File: src/verilog/wdt_pkg.sv
package wdt_pkg;

    // ---------------------------------------------------------------
    // timing
    // ---------------------------------------------------------------
    localparam int WDT_PERIOD_US = 18000;   // nominal time-out without prescaler
    localparam int RC_FREQ_HZ    = 100000;  // nominal rate of the watchdog rc oscillator
    localparam int TIMEOUT_TICKS = (WDT_PERIOD_US * (RC_FREQ_HZ / 1000)) / 1000;

    // ---------------------------------------------------------------
    // register map (index times four is the byte address)
    // ---------------------------------------------------------------
    localparam logic [11:0] OPTION_IDX  = 12'h081;
    localparam logic [11:0] STATUS_IDX  = 12'h082;
    localparam logic [11:0] MASK_IDX    = 12'h083;
    localparam logic [11:0] STATE_IDX   = 12'h084;
    localparam logic [7:0]  OPTION_RST  = 8'hff;

    // option_control fields
    localparam int OWN_BIT   = 3;  // prescaler_assign_select: 1 = watchdog_unit
    localparam int PS_LSB    = 0;  // prescale_rate_bit0
    localparam int PS_W      = 3;

    // status / mask fields
    localparam int EV_W      = 2;
    localparam int EV_RESET  = 0;  // time-out while running
    localparam int EV_WAKE   = 1;  // time-out while asleep

    // axi responses
    localparam logic [1:0] RESP_OKAY   = 2'h0;
    localparam logic [1:0] RESP_SLVERR = 2'h2;

    // register selector returned by the address decoder
    typedef enum logic [2:0] {
        WDT_SEL_NONE,
        WDT_SEL_OPTION,
        WDT_SEL_STATUS,
        WDT_SEL_MASK,
        WDT_SEL_STATE
    } wdt_sel_type;

endpackage : wdt_pkg

File: src/verilog/wdt_top.sv
// Added by the designer: the AXI4-Lite slave port.
`timescale 1ns/1ps
module wdt_top #(
    parameter int TIMEOUT_TICKS = wdt_pkg::TIMEOUT_TICKS
) (
    input  wire  logic        clk,
    input  wire  logic        reset_n,
    input  wire  logic        wdtRcClk,
    input  wire  logic        watchdogEnableFuse,
    input  wire  logic        clearWatchdogInstr,
    input  wire  logic        sleepInstr,
    input  wire  logic        coreSleeping,
    output logic              deviceReset,
    output logic              wakeUp,
    output logic              timeoutFlagN,
    output logic              irq,
    input  wire  logic [11:0] s_axi_awaddr,
    input  wire  logic        s_axi_awvalid,
    output logic              s_axi_awready,
    input  wire  logic [31:0] s_axi_wdata,
    input  wire  logic [3:0]  s_axi_wstrb,
    input  wire  logic        s_axi_wvalid,
    output logic              s_axi_wready,
    output logic [1:0]        s_axi_bresp,
    output logic              s_axi_bvalid,
    input  wire  logic        s_axi_bready,
    input  wire  logic [11:0] s_axi_araddr,
    input  wire  logic        s_axi_arvalid,
    output logic              s_axi_arready,
    output logic [31:0]       s_axi_rdata,
    output logic [1:0]        s_axi_rresp,
    output logic              s_axi_rvalid,
    input  wire  logic        s_axi_rready
);

    // ---------------------------------------------------------------
    // overview
    // ---------------------------------------------------------------
    // the block runs on clk only; the rc oscillator is sampled as data
    // and each synchronised rising edge is one watchdog tick.
    // the rc clock must be slower than half of clk, otherwise
    // ticks are lost in the edge detector and the time-out stretches.
    // the base counter wraps after TIMEOUT_TICKS ticks; that alone is
    // the time-out while timer zero owns the prescaler.
    // while the watchdog owns the prescaler, every base wrap advances
    // the postscaler, and the time-out comes when it passes 2**rate-1.
    // the postscaler is eight bits so that rate 7 fits with no carry.
    // a time-out raises one of two one-cycle pulses, never both:
    //   deviceReset when the core is running,
    //   wakeUp when the core reports that it sleeps.
    // the chip reset that deviceReset causes is applied outside; this
    // block keeps its own state, so the time-out flag survives it.
    // the flag goes low on every time-out and back high on a
    // clear-watchdog or sleep instruction, or on reset_n.
    // a fuse at zero holds the base counter at zero, and the postscaler too while the watchdog owns it, so no pulse can
    // follow; the fuse passes two flops, so it acts three cycles late.
    // register map, byte address = index * 4:
    //   option  0x204  bit3 assign, bits2:0 rate, reset 0xff
    //   status  0x208  bit0 reset event, bit1 wake event, write 1 clears
    //   mask    0x20c  same layout as status, reset 0
    //   state   0x210  read only: flag, synced enable, postscaler count
    // only byte lane 0 is written; the upper lanes are ignored.
    // an unmapped or unaligned address answers with slverr.
    localparam int CNT_W = (TIMEOUT_TICKS > 1) ? $clog2(TIMEOUT_TICKS) : 1;
    localparam logic [CNT_W-1:0] LAST_TICK = CNT_W'(TIMEOUT_TICKS - 1);

    // ---------------------------------------------------------------
    // state
    // ---------------------------------------------------------------
    typedef struct packed {
        logic                    rcSync1;
        logic                    rcSync2;
        logic                    rcPrev;
        logic                    fuseSync1;
        logic                    fuseSync2;
        logic [CNT_W-1:0]        baseCnt;
        logic [7:0]              postCnt;
        logic [7:0]              option;
        logic                    toFlagN;
        logic                    devRst;
        logic                    wake;
        logic [wdt_pkg::EV_W-1:0] status;
        logic [wdt_pkg::EV_W-1:0] mask;
        logic                    irq;
        logic                    awHave;
        logic                    wHave;
        logic [11:0]             awAddr;
        logic [7:0]              wByte;
        logic                    wLane0;
        logic                    awReady;
        logic                    wReady;
        logic                    bValid;
        logic [1:0]              bResp;
        logic                    arReady;
        logic                    rValid;
        logic [31:0]             rData;
        logic [1:0]              rResp;
    } wdt_state_type;

    wdt_state_type state_r;
    wdt_state_type state_nxt;

    // ---------------------------------------------------------------
    // helpers
    // ---------------------------------------------------------------
    // the decode function is shared by the write and read paths; it
    // checks the low address bits first so that a misaligned access
    // never hits a register through the upper bits alone.
    // the last-count function turns the rate code into the final
    // postscaler count; rate 0 gives zero, so every base wrap expires.
    // byte address to register; low two bits must be zero
    function automatic wdt_pkg::wdt_sel_type wdt_decode(input logic [11:0] addr);
        wdt_pkg::wdt_sel_type sel;
        sel = wdt_pkg::WDT_SEL_NONE;
        if (addr[1:0] == 2'h0) begin
            case (addr[11:2])
                wdt_pkg::OPTION_IDX[9:0]: sel = wdt_pkg::WDT_SEL_OPTION;
                wdt_pkg::STATUS_IDX[9:0]: sel = wdt_pkg::WDT_SEL_STATUS;
                wdt_pkg::MASK_IDX[9:0]:   sel = wdt_pkg::WDT_SEL_MASK;
                wdt_pkg::STATE_IDX[9:0]:  sel = wdt_pkg::WDT_SEL_STATE;
                default:                  sel = wdt_pkg::WDT_SEL_NONE;
            endcase
        end
        return sel;
    endfunction : wdt_decode

    // last postscaler count for rate field ps: ratio 2**ps
    function automatic logic [7:0] wdt_post_last(input logic [wdt_pkg::PS_W-1:0] ps);
        return (8'h01 << ps) - 8'h01;
    endfunction : wdt_post_last

    // ---------------------------------------------------------------
    // next state
    // ---------------------------------------------------------------
    always_comb begin
        logic                     rcTick;
        logic                     enabled;
        logic                     ownPre;
        logic                     restart;
        logic                     expire;
        logic [wdt_pkg::EV_W-1:0] evSet;
        logic [wdt_pkg::EV_W-1:0] evClr;
        wdt_pkg::wdt_sel_type     wSel;
        wdt_pkg::wdt_sel_type     rSel;
        logic                     doWrite;
        rcTick  = 1'b0;
        enabled = 1'b0;
        ownPre  = 1'b0;
        restart = 1'b0;
        expire  = 1'b0;
        evSet   = '0;
        evClr   = '0;
        wSel    = wdt_pkg::WDT_SEL_NONE;
        rSel    = wdt_pkg::WDT_SEL_NONE;
        doWrite = 1'b0;
        state_nxt = state_r;

        // rc clock and fuse come from outside: two flops before use
        state_nxt.rcSync1   = wdtRcClk;
        state_nxt.rcSync2   = state_r.rcSync1;
        state_nxt.rcPrev    = state_r.rcSync2;
        state_nxt.fuseSync1 = watchdogEnableFuse;
        state_nxt.fuseSync2 = state_r.fuseSync1;
        rcTick  = state_r.rcSync2 & ~state_r.rcPrev;
        enabled = state_r.fuseSync2;
        ownPre  = state_r.option[wdt_pkg::OWN_BIT];
        restart = clearWatchdogInstr | sleepInstr;

        // a restart clears the postscaler only while the watchdog
        // owns it; while timer zero owns it the watchdog leaves it
        // alone, so software must clear it there (timer zero is not
        // part of this block).
        // lowering the rate so that its last count is at or below the current
        // postscaler count gives a time-out at the next base wrap (greater-or-equal compare).
        // raising the rate only lengthens the current period.
        // a restart in the cycle of a base wrap wins: the base counter clears, the postscaler only while the watchdog owns it,
        // no time-out is raised and the flag goes high.
        // the base counter counts only synchronised ticks, so a tick
        // that lands in the restart cycle is dropped; the period thus runs from
        // one tick short of nominal up to nominal, never longer.
        // watchdog counter and postscaler
        if (!enabled || restart) begin
            state_nxt.baseCnt = '0;
            if (ownPre) begin
                state_nxt.postCnt = 8'h00;
            end
        end else if (rcTick) begin
            if (state_r.baseCnt == LAST_TICK) begin
                state_nxt.baseCnt = '0;
                if (ownPre) begin
                    if (state_r.postCnt >= wdt_post_last(state_r.option[wdt_pkg::PS_LSB +: wdt_pkg::PS_W])) begin
                        state_nxt.postCnt = 8'h00;
                        expire = 1'b1;
                    end else begin
                        state_nxt.postCnt = state_r.postCnt + 8'h01;
                    end
                end else begin
                    expire = 1'b1;
                end
            end else begin
                state_nxt.baseCnt = state_r.baseCnt + CNT_W'(1);
            end
        end

        // time-out effects: reset when running, wake when asleep
        state_nxt.devRst = expire & ~coreSleeping;
        state_nxt.wake   = expire & coreSleeping;
        if (expire) begin
            state_nxt.toFlagN = 1'b0;
        end else if (restart) begin
            state_nxt.toFlagN = 1'b1;
        end
        evSet[wdt_pkg::EV_RESET] = state_nxt.devRst;
        evSet[wdt_pkg::EV_WAKE]  = state_nxt.wake;

        // write path timing, counted from the edge that takes the later
        // of address and data:
        //   edge 0: address and data held, ready drops
        //   edge 1: register updated, bvalid raised
        //   bvalid stands until an edge with bready high
        // ready stays low from take to response so that a second
        // write cannot overwrite the held address; the cost is two
        // idle cycles between back-to-back writes.
        // both valids in one cycle are taken together; the response
        // then follows one edge after the take.
        // a mapped write with wstrb[0] low answers okay and changes nothing.
        // a status clear and a new event in one cycle keep the event,
        // so software never loses a time-out that it did not see.
        // axi write: address and data taken in either order
        if (s_axi_awvalid && state_r.awReady) begin
            state_nxt.awHave = 1'b1;
            state_nxt.awAddr = s_axi_awaddr;
        end
        if (s_axi_wvalid && state_r.wReady) begin
            state_nxt.wHave  = 1'b1;
            state_nxt.wByte  = s_axi_wdata[7:0];
            state_nxt.wLane0 = s_axi_wstrb[0];
        end
        if (s_axi_bvalid && s_axi_bready) begin
            state_nxt.bValid = 1'b0;
        end
        if (state_r.awHave && state_r.wHave && !state_r.bValid) begin
            wSel    = wdt_decode(state_r.awAddr);
            doWrite = state_r.wLane0;
            state_nxt.awHave = 1'b0;
            state_nxt.wHave  = 1'b0;
            state_nxt.bValid = 1'b1;
            state_nxt.bResp  = (wSel == wdt_pkg::WDT_SEL_NONE) ? wdt_pkg::RESP_SLVERR : wdt_pkg::RESP_OKAY;
            if (doWrite) begin
                case (wSel)
                    wdt_pkg::WDT_SEL_OPTION: state_nxt.option = state_r.wByte;
                    wdt_pkg::WDT_SEL_STATUS: evClr = state_r.wByte[wdt_pkg::EV_W-1:0];
                    wdt_pkg::WDT_SEL_MASK:   state_nxt.mask = state_r.wByte[wdt_pkg::EV_W-1:0];
                    default:                 evClr = '0;
                endcase
            end
        end
        state_nxt.awReady = ~state_nxt.awHave & ~state_nxt.bValid;
        state_nxt.wReady  = ~state_nxt.wHave & ~state_nxt.bValid;

        // sticky events: a set in the clearing cycle wins
        state_nxt.status = (state_r.status & ~evClr) | evSet;
        state_nxt.irq    = |(state_nxt.status & state_nxt.mask);

        // read path: the address is decoded in the cycle it is taken
        // and the data is registered at that edge, so rvalid follows
        // one cycle later; arready stays low while rvalid stands.
        // the data is sampled at the take, not at the rready edge, so
        // a status bit that sets while rvalid waits shows on the next
        // read.
        // an unmapped read answers zero with slverr.
        // reading status does not clear it; only a write of one does.
        // the state register lets software see the fuse as synced.
        // axi read: one cycle from address to data
        if (s_axi_rvalid && s_axi_rready) begin
            state_nxt.rValid = 1'b0;
        end
        if (s_axi_arvalid && state_r.arReady) begin
            rSel = wdt_decode(s_axi_araddr);
            state_nxt.rValid = 1'b1;
            state_nxt.rResp  = (rSel == wdt_pkg::WDT_SEL_NONE) ? wdt_pkg::RESP_SLVERR : wdt_pkg::RESP_OKAY;
            case (rSel)
                wdt_pkg::WDT_SEL_OPTION: state_nxt.rData = {24'h000000, state_r.option};
                wdt_pkg::WDT_SEL_STATUS: state_nxt.rData = {30'h00000000, state_r.status};
                wdt_pkg::WDT_SEL_MASK:   state_nxt.rData = {30'h00000000, state_r.mask};
                wdt_pkg::WDT_SEL_STATE:  state_nxt.rData = {22'h000000, state_r.postCnt, enabled, state_r.toFlagN};
                default:                 state_nxt.rData = 32'h00000000;
            endcase
        end
        state_nxt.arReady = ~state_nxt.rValid;
    end

    // ---------------------------------------------------------------
    // registers
    // ---------------------------------------------------------------
    // the struct is reset as a whole to zero and then the few fields
    // whose idle level is one are set; nothing here reads state, so
    // the reset branch stays free of data paths.
    // the rc synchroniser resets to zero; the pin must also idle low
    // at reset, or the first edge after reset counts one early tick.
    // reset_n is asynchronous; its release should meet clk timing,
    // which the chip's reset sequencer is expected to provide.
    // all control state takes constants under reset
    always_ff @(posedge clk or negedge reset_n) begin
        if (!reset_n) begin
            state_r         <= '0;
            state_r.option  <= wdt_pkg::OPTION_RST;
            state_r.toFlagN <= 1'b1;
            state_r.awReady <= 1'b1;
            state_r.wReady  <= 1'b1;
            state_r.arReady <= 1'b1;
        end else begin
            state_r <= state_nxt;
        end
    end

    // no output is combinational: every port below is a flop of the
    // state struct, so the bus timing above holds at the pins.
    // irq is registered alongside status, so it rises with the event.
    // outputs come straight from the state flops
    assign deviceReset   = state_r.devRst;
    assign wakeUp        = state_r.wake;
    assign timeoutFlagN  = state_r.toFlagN;
    assign irq           = state_r.irq;
    assign s_axi_awready = state_r.awReady;
    assign s_axi_wready  = state_r.wReady;
    assign s_axi_bvalid  = state_r.bValid;
    assign s_axi_bresp   = state_r.bResp;
    assign s_axi_arready = state_r.arReady;
    assign s_axi_rvalid  = state_r.rValid;
    assign s_axi_rdata   = state_r.rData;
    assign s_axi_rresp   = state_r.rResp;

endmodule : wdt_top

File: config.mk
export PLATFORM = sky130hd
export DESIGN_NAME = wdt_top
export DESIGN_NICKNAME = d
export VERILOG_FILES = /design/src/verilog/wdt_pkg.sv /design/src/verilog/wdt_top.sv
export SDC_FILE = /design/constraint.sdc
export NUM_CORES = 1
export LEC_CHECK = 0
export BUFFER_PORTS_ARGS = -buffer_cell sky130_fd_sc_hd__buf_2
export CAP_MARGIN = 20
export CORE_ASPECT_RATIO = 1.25
export CORE_UTILIZATION = 55
export CTS_BUF_LIST = sky130_fd_sc_hd__clkbuf_16
export DETAILED_ROUTE_END_ITERATION = 7
export GPL_TIMING_DRIVEN = 0
export PLACE_DENSITY = 0.91
export SYNTH_ARGS = -nofsm -noshare
export SYNTH_HDL_FRONTEND = slang
export SYNTH_SLANG_ARGS = --single-unit
File: constraint.sdc
create_clock -name clk -period 4.25 [get_ports clk]
set_clock_uncertainty 0.1 [all_clocks]
set_input_delay 0.85 -clock clk [delete_from_list [all_inputs] [get_ports clk]]
set_output_delay 0.85 -clock clk [all_outputs]
set_load 0.02 [all_outputs]
==> flow_metrics.env <==
export IMPL_status="finished clean"
export IMPL_final_cells=574
export IMPL_gp_routability_congestion=0.866
export IMPL_grt_max_degree=52
export IMPL_cp_start_kind="flop"
export IMPL_finalInstanceArea_um2=4850
export IMPL_finalWirelength_um=8240
export IMPL_per_instance_average_area_after_synthesis_um2=10.6
export IMPL_grt_antenna_before_repair=0
export IMPL_syn_cell_area_um2=4000
export IMPL_drive_above_1_share_pct=34.7
export IMPL_placed_area_um2=4560
export IMPL_worstSetupStartpoint="state_r[72]"
export IMPL_cp_cell_sequence="clkbuf_1, or3_1, ha_1, buf_1, nor3_1, a21o_1, a21oi_1, ha_1, a21oi_1, o21ai_0, a211oi_1, nand3_1, o21ai_0"
export IMPL_clk_pin_slew_ns=0.06
export IMPL_report_power_total_mw=2.14
export IMPL_vias=2983
export IMPL_postLayoutCoreUtil_pct=69.0
export IMPL_coreArea_um2=7020
export IMPL_num_rows=34
export IMPL_die_height_um=97.4
export IMPL_first_global_vias=3038
export IMPL_internal_power_mw=1.55
export IMPL_hold_path_class="reg -> reg"
export IMPL_drt_pass1_iter_count=4
export IMPL_drtIter0Drc=158
export IMPL_r2r_slack_ns=0.81
export IMPL_fin_setup_tns_ns=0
export IMPL_r2r_end="state_r[80]"
export IMPL_post_cts_setup_buffer_count=0
export IMPL_synth_edf_count=0
export IMPL_data_required_critical_path_ns=4.40
export IMPL_power_switching_share_pct=27.5
export IMPL_placed_cells_incl_taps=558
export IMPL_ys_async_sr_fraction_pct=100
export IMPL_hold_viol_final=0
export IMPL_powerDensity_nw_per_um2=441
export IMPL_chipWidth_um=78.3
export IMPL_cts_tree="done"
export IMPL_p_clk_share_pct=34.8
export IMPL_finalSetupViolCount=0
export IMPL_finish_net_count=562
export IMPL_routed_via_density=5.20
export IMPL_global_route_usage_total_pct=23.8
export IMPL_worst_endpoint_arrival_ns=3.59
export IMPL_drt_drc_violations_left=0
export IMPL_cts_made_buffers=9
export IMPL_worst_setup_end_kind="flop"
export IMPL_global_route_wire_length_before_repair_um=13800
export IMPL_max_stage_delay_ns=0.56
export IMPL_rsz0062_at_grt="no"
export IMPL_crit_buf_inv=2
export IMPL_ys_ff_latch=80
export IMPL_netlist_cell_type_count=50
export IMPL_irDropWorstVdd_mv=0.348
export IMPL_ys_seq_area_share_pct=50.4
export IMPL_tightest_slew_ns=0.793
export IMPL_area_growth_syn_to_layout_pct=21.1
export IMPL_ctsHtreeMaxLevel=3
export IMPL_time_the_final_worst_path_needs_with_i_o_delays_and_setup_ns=3.44
export IMPL_detail_route_antenna_nets=0
export IMPL_max_freq_ghz=0.291
export IMPL_die_area_um2=7620
export IMPL_global_route_overflow_total=0
export IMPL_cts_hold_fix_buffers=0
export IMPL_timing_worst_setup_path_type="reg -> reg"
export IMPL_antenna_diode_count=0
export IMPL_postSynth_topFlopCell="dfrtp_1"
export IMPL_path_delay_family="compound AO/OA/AOI/OAI gates"
export IMPL_synthesis_yosys_warnings=0
export IMPL_hold_start="state_nxt[99]"
export IMPL_synthesis_instances=379
export IMPL_post_cts_resized_instances=0
export IMPL_hold_depth=0
export IMPL_power_combinational_fraction_pct=18.2
export IMPL_setup_slack_ns=0.811
export IMPL_tritoncts_num_sinks=80
export IMPL_timing_hold_worst_endpoint="state_r[99]"
export IMPL_port_buffers=65
export IMPL_finalHoldWorstSlack_ns=0.246
export IMPL_crit_slowest_cell="a211oi_1"
export IMPL_reported_net_switching_power_mw=0.588
export IMPL_p_seq_share_pct=47.1
export IMPL_rr_startpoint="state_r[72]"
export IMPL_critical_path_peak_fanout=8
export IMPL_r2r_worst_path_cells=13
export IMPL_maxCapViolCount=0
export IMPL_detail_routed_net_length_per_standard_cell_um=14.3
export IMPL_place_hpwl_um=6050
export IMPL_detailedPlace_worstSlack_ns=0.883
export IMPL_clock_latency_ns=0.33
export IMPL_starting_density_of_the_core_pct=57.0
export IMPL_leakage_nw=2.28
export IMPL_cts_path_max_buffers=2
export IMPL_max_slew_margin_rel_pct=47.0
export IMPL_final_cycle_share_pct=80.9
export IMPL_ctsRootBufferMaster="clkbuf_16"
export IMPL_final_max_slew_violation_count=0
export IMPL_floorplan_io_pins=117
==> synth_stat cells, types with 2 or more instances <==
library cell | instances | area [um2]
nand2b_1 | 5 | 31.3
a21oi_1 | 10 | 50.1
o22a_1 | 3 | 26.3
nand4_1 | 6 | 37.5
ha_1 | 11 | 138
a21o_1 | 2 | 15.0
mux2_2 | 28 | 315
dfstp_2 | 12 | 315
and3_1 | 3 | 18.8
nand2_1 | 35 | 131
nor4_1 | 4 | 25.0
conb_1 | 2 | 7.51
o41ai_1 | 2 | 17.5
o21ai_0 | 22 | 110
mux2i_1 | 2 | 20.0
nor2_1 | 26 | 97.6
buf_4 | 36 | 270
o22ai_1 | 3 | 18.8
buf_2 | 2 | 10.0
nor2b_1 | 6 | 37.5
dfrtp_1 | 68 | 1700
or2_2 | 2 | 12.5
xnor2_1 | 6 | 52.6
or3_1 | 3 | 18.8
nor3b_1 | 4 | 30.0
nor3_1 | 10 | 50.1
a22oi_1 | 8 | 60.1
xor2_1 | 8 | 70.1
clkbuf_1 | 7 | 26.3
nand3_1 | 7 | 35.0
inv_1 | 16 | 60.1
or3_4 | 2 | 22.5
==> layer usage <==
| metal | track usage [%] | part of all wire (%) | vias to the layer above |
|---|---|---|---|
| li1 | - | - | 1458 |
| met1 | 25.8 | 39 | 1418 |
| met2 | 42.8 | 53 | 94 |
| met3 | 6.20 | 5.5 | 13 |
| met4 | 11.1 | 2.1 | 0 |
| met5 | 0 | 0 | - |
==> power groups by stage <==
stage          clock network, mW  registers [mW]  logic [mW]
2_1_floorplan                  0            1.00       0.264
3_3_place_gp                   0            1.00       0.355
3_5_place_dp                   0            1.02       0.384
4_1_cts                    0.756            1.01       0.393
5_1_grt                    0.789            1.02       0.428
6_report                   0.744            1.01       0.389
==> cell usage in the layout, fill, tap and decap left out, types with 3 or more instances in the layout <==
cell type	count
xor2_1	8
clkinvlp_4	3
buf_2	66
nand3_1	7
o21ai_0	22
mux2_2	28
dfrtp_1	68
dfstp_2	12
a21oi_1	10
ha_1	11
and3_1	3
nand2b_1	5
clkbuf_16	9
o22ai_1	3
nand2_1	35
nor3_1	10
o22a_1	3
xnor2_1	6
a22oi_1	8
clkbuf_1	7
nor3b_1	4
nor2_1	26
nor4_1	4
conb_1	25
inv_1	17
nor2b_1	6
or3_1	3
nand4_1	6
buf_4	37
==> flip-flops by register name, indices dropped and copies added, names as in the netlist <==
register       cells
state_r           56
s_axi_rdata       10
state_nxt          3
deviceReset        1
irq                1
s_axi_arready      1
s_axi_awready      1
s_axi_bresp        1
s_axi_bvalid       1
s_axi_rresp        1
s_axi_rvalid       1
s_axi_wready       1
timeoutFlagN       1
wakeUp             1
==> area by class of cell <==
cell class                 count  area [um2]
buffer                        46         310
clock buffer                   9         225
clock inverter                 7        65.1
fill                         526        2170
inverter                      16        60.1
multi-input combinational    260        1700
sequential                    80        2020
tap                           90         113
timing repair buffer          66         355
==> worst max-delay path by stage <==
stage,to,slack (ns),depth (start not counted)
floorplan,state_r[80],1.34,13
global placement,state_r[80],1.05,13
detailed placement,state_r[80],0.88,13
CTS,state_r[80],0.83,13
global route,state_r[80],0.56,13
finish,state_r[80],0.81,13
==> cells by family (layout without fill, tap and decap cells) <==
kind of cell,after synthesis,after routing,share of synthesized area (%)
flops,80,80,50.4
xor+xnor,14,14,3.06
other cells,2,25,0.188
compound gates,61,61,10.1
simple gates,119,119,15.2
mux,30,30,8.38
buf+inv,62,144,9.26
fa+ha+maj,11,11,3.44
==> worst register-to-register path: cells and delay by family, from the launching register on <==
family,cells,cell delay [ns]
buffers and inverters,2,0.35
adder cells (fa/ha/maj),2,0.38
AND/OR/NAND/NOR,3,0.91
AO/OA/AOI/OAI,6,1.26
flip-flops,1,0.36
Note: power is estimated with default switching activity, not from simulation.
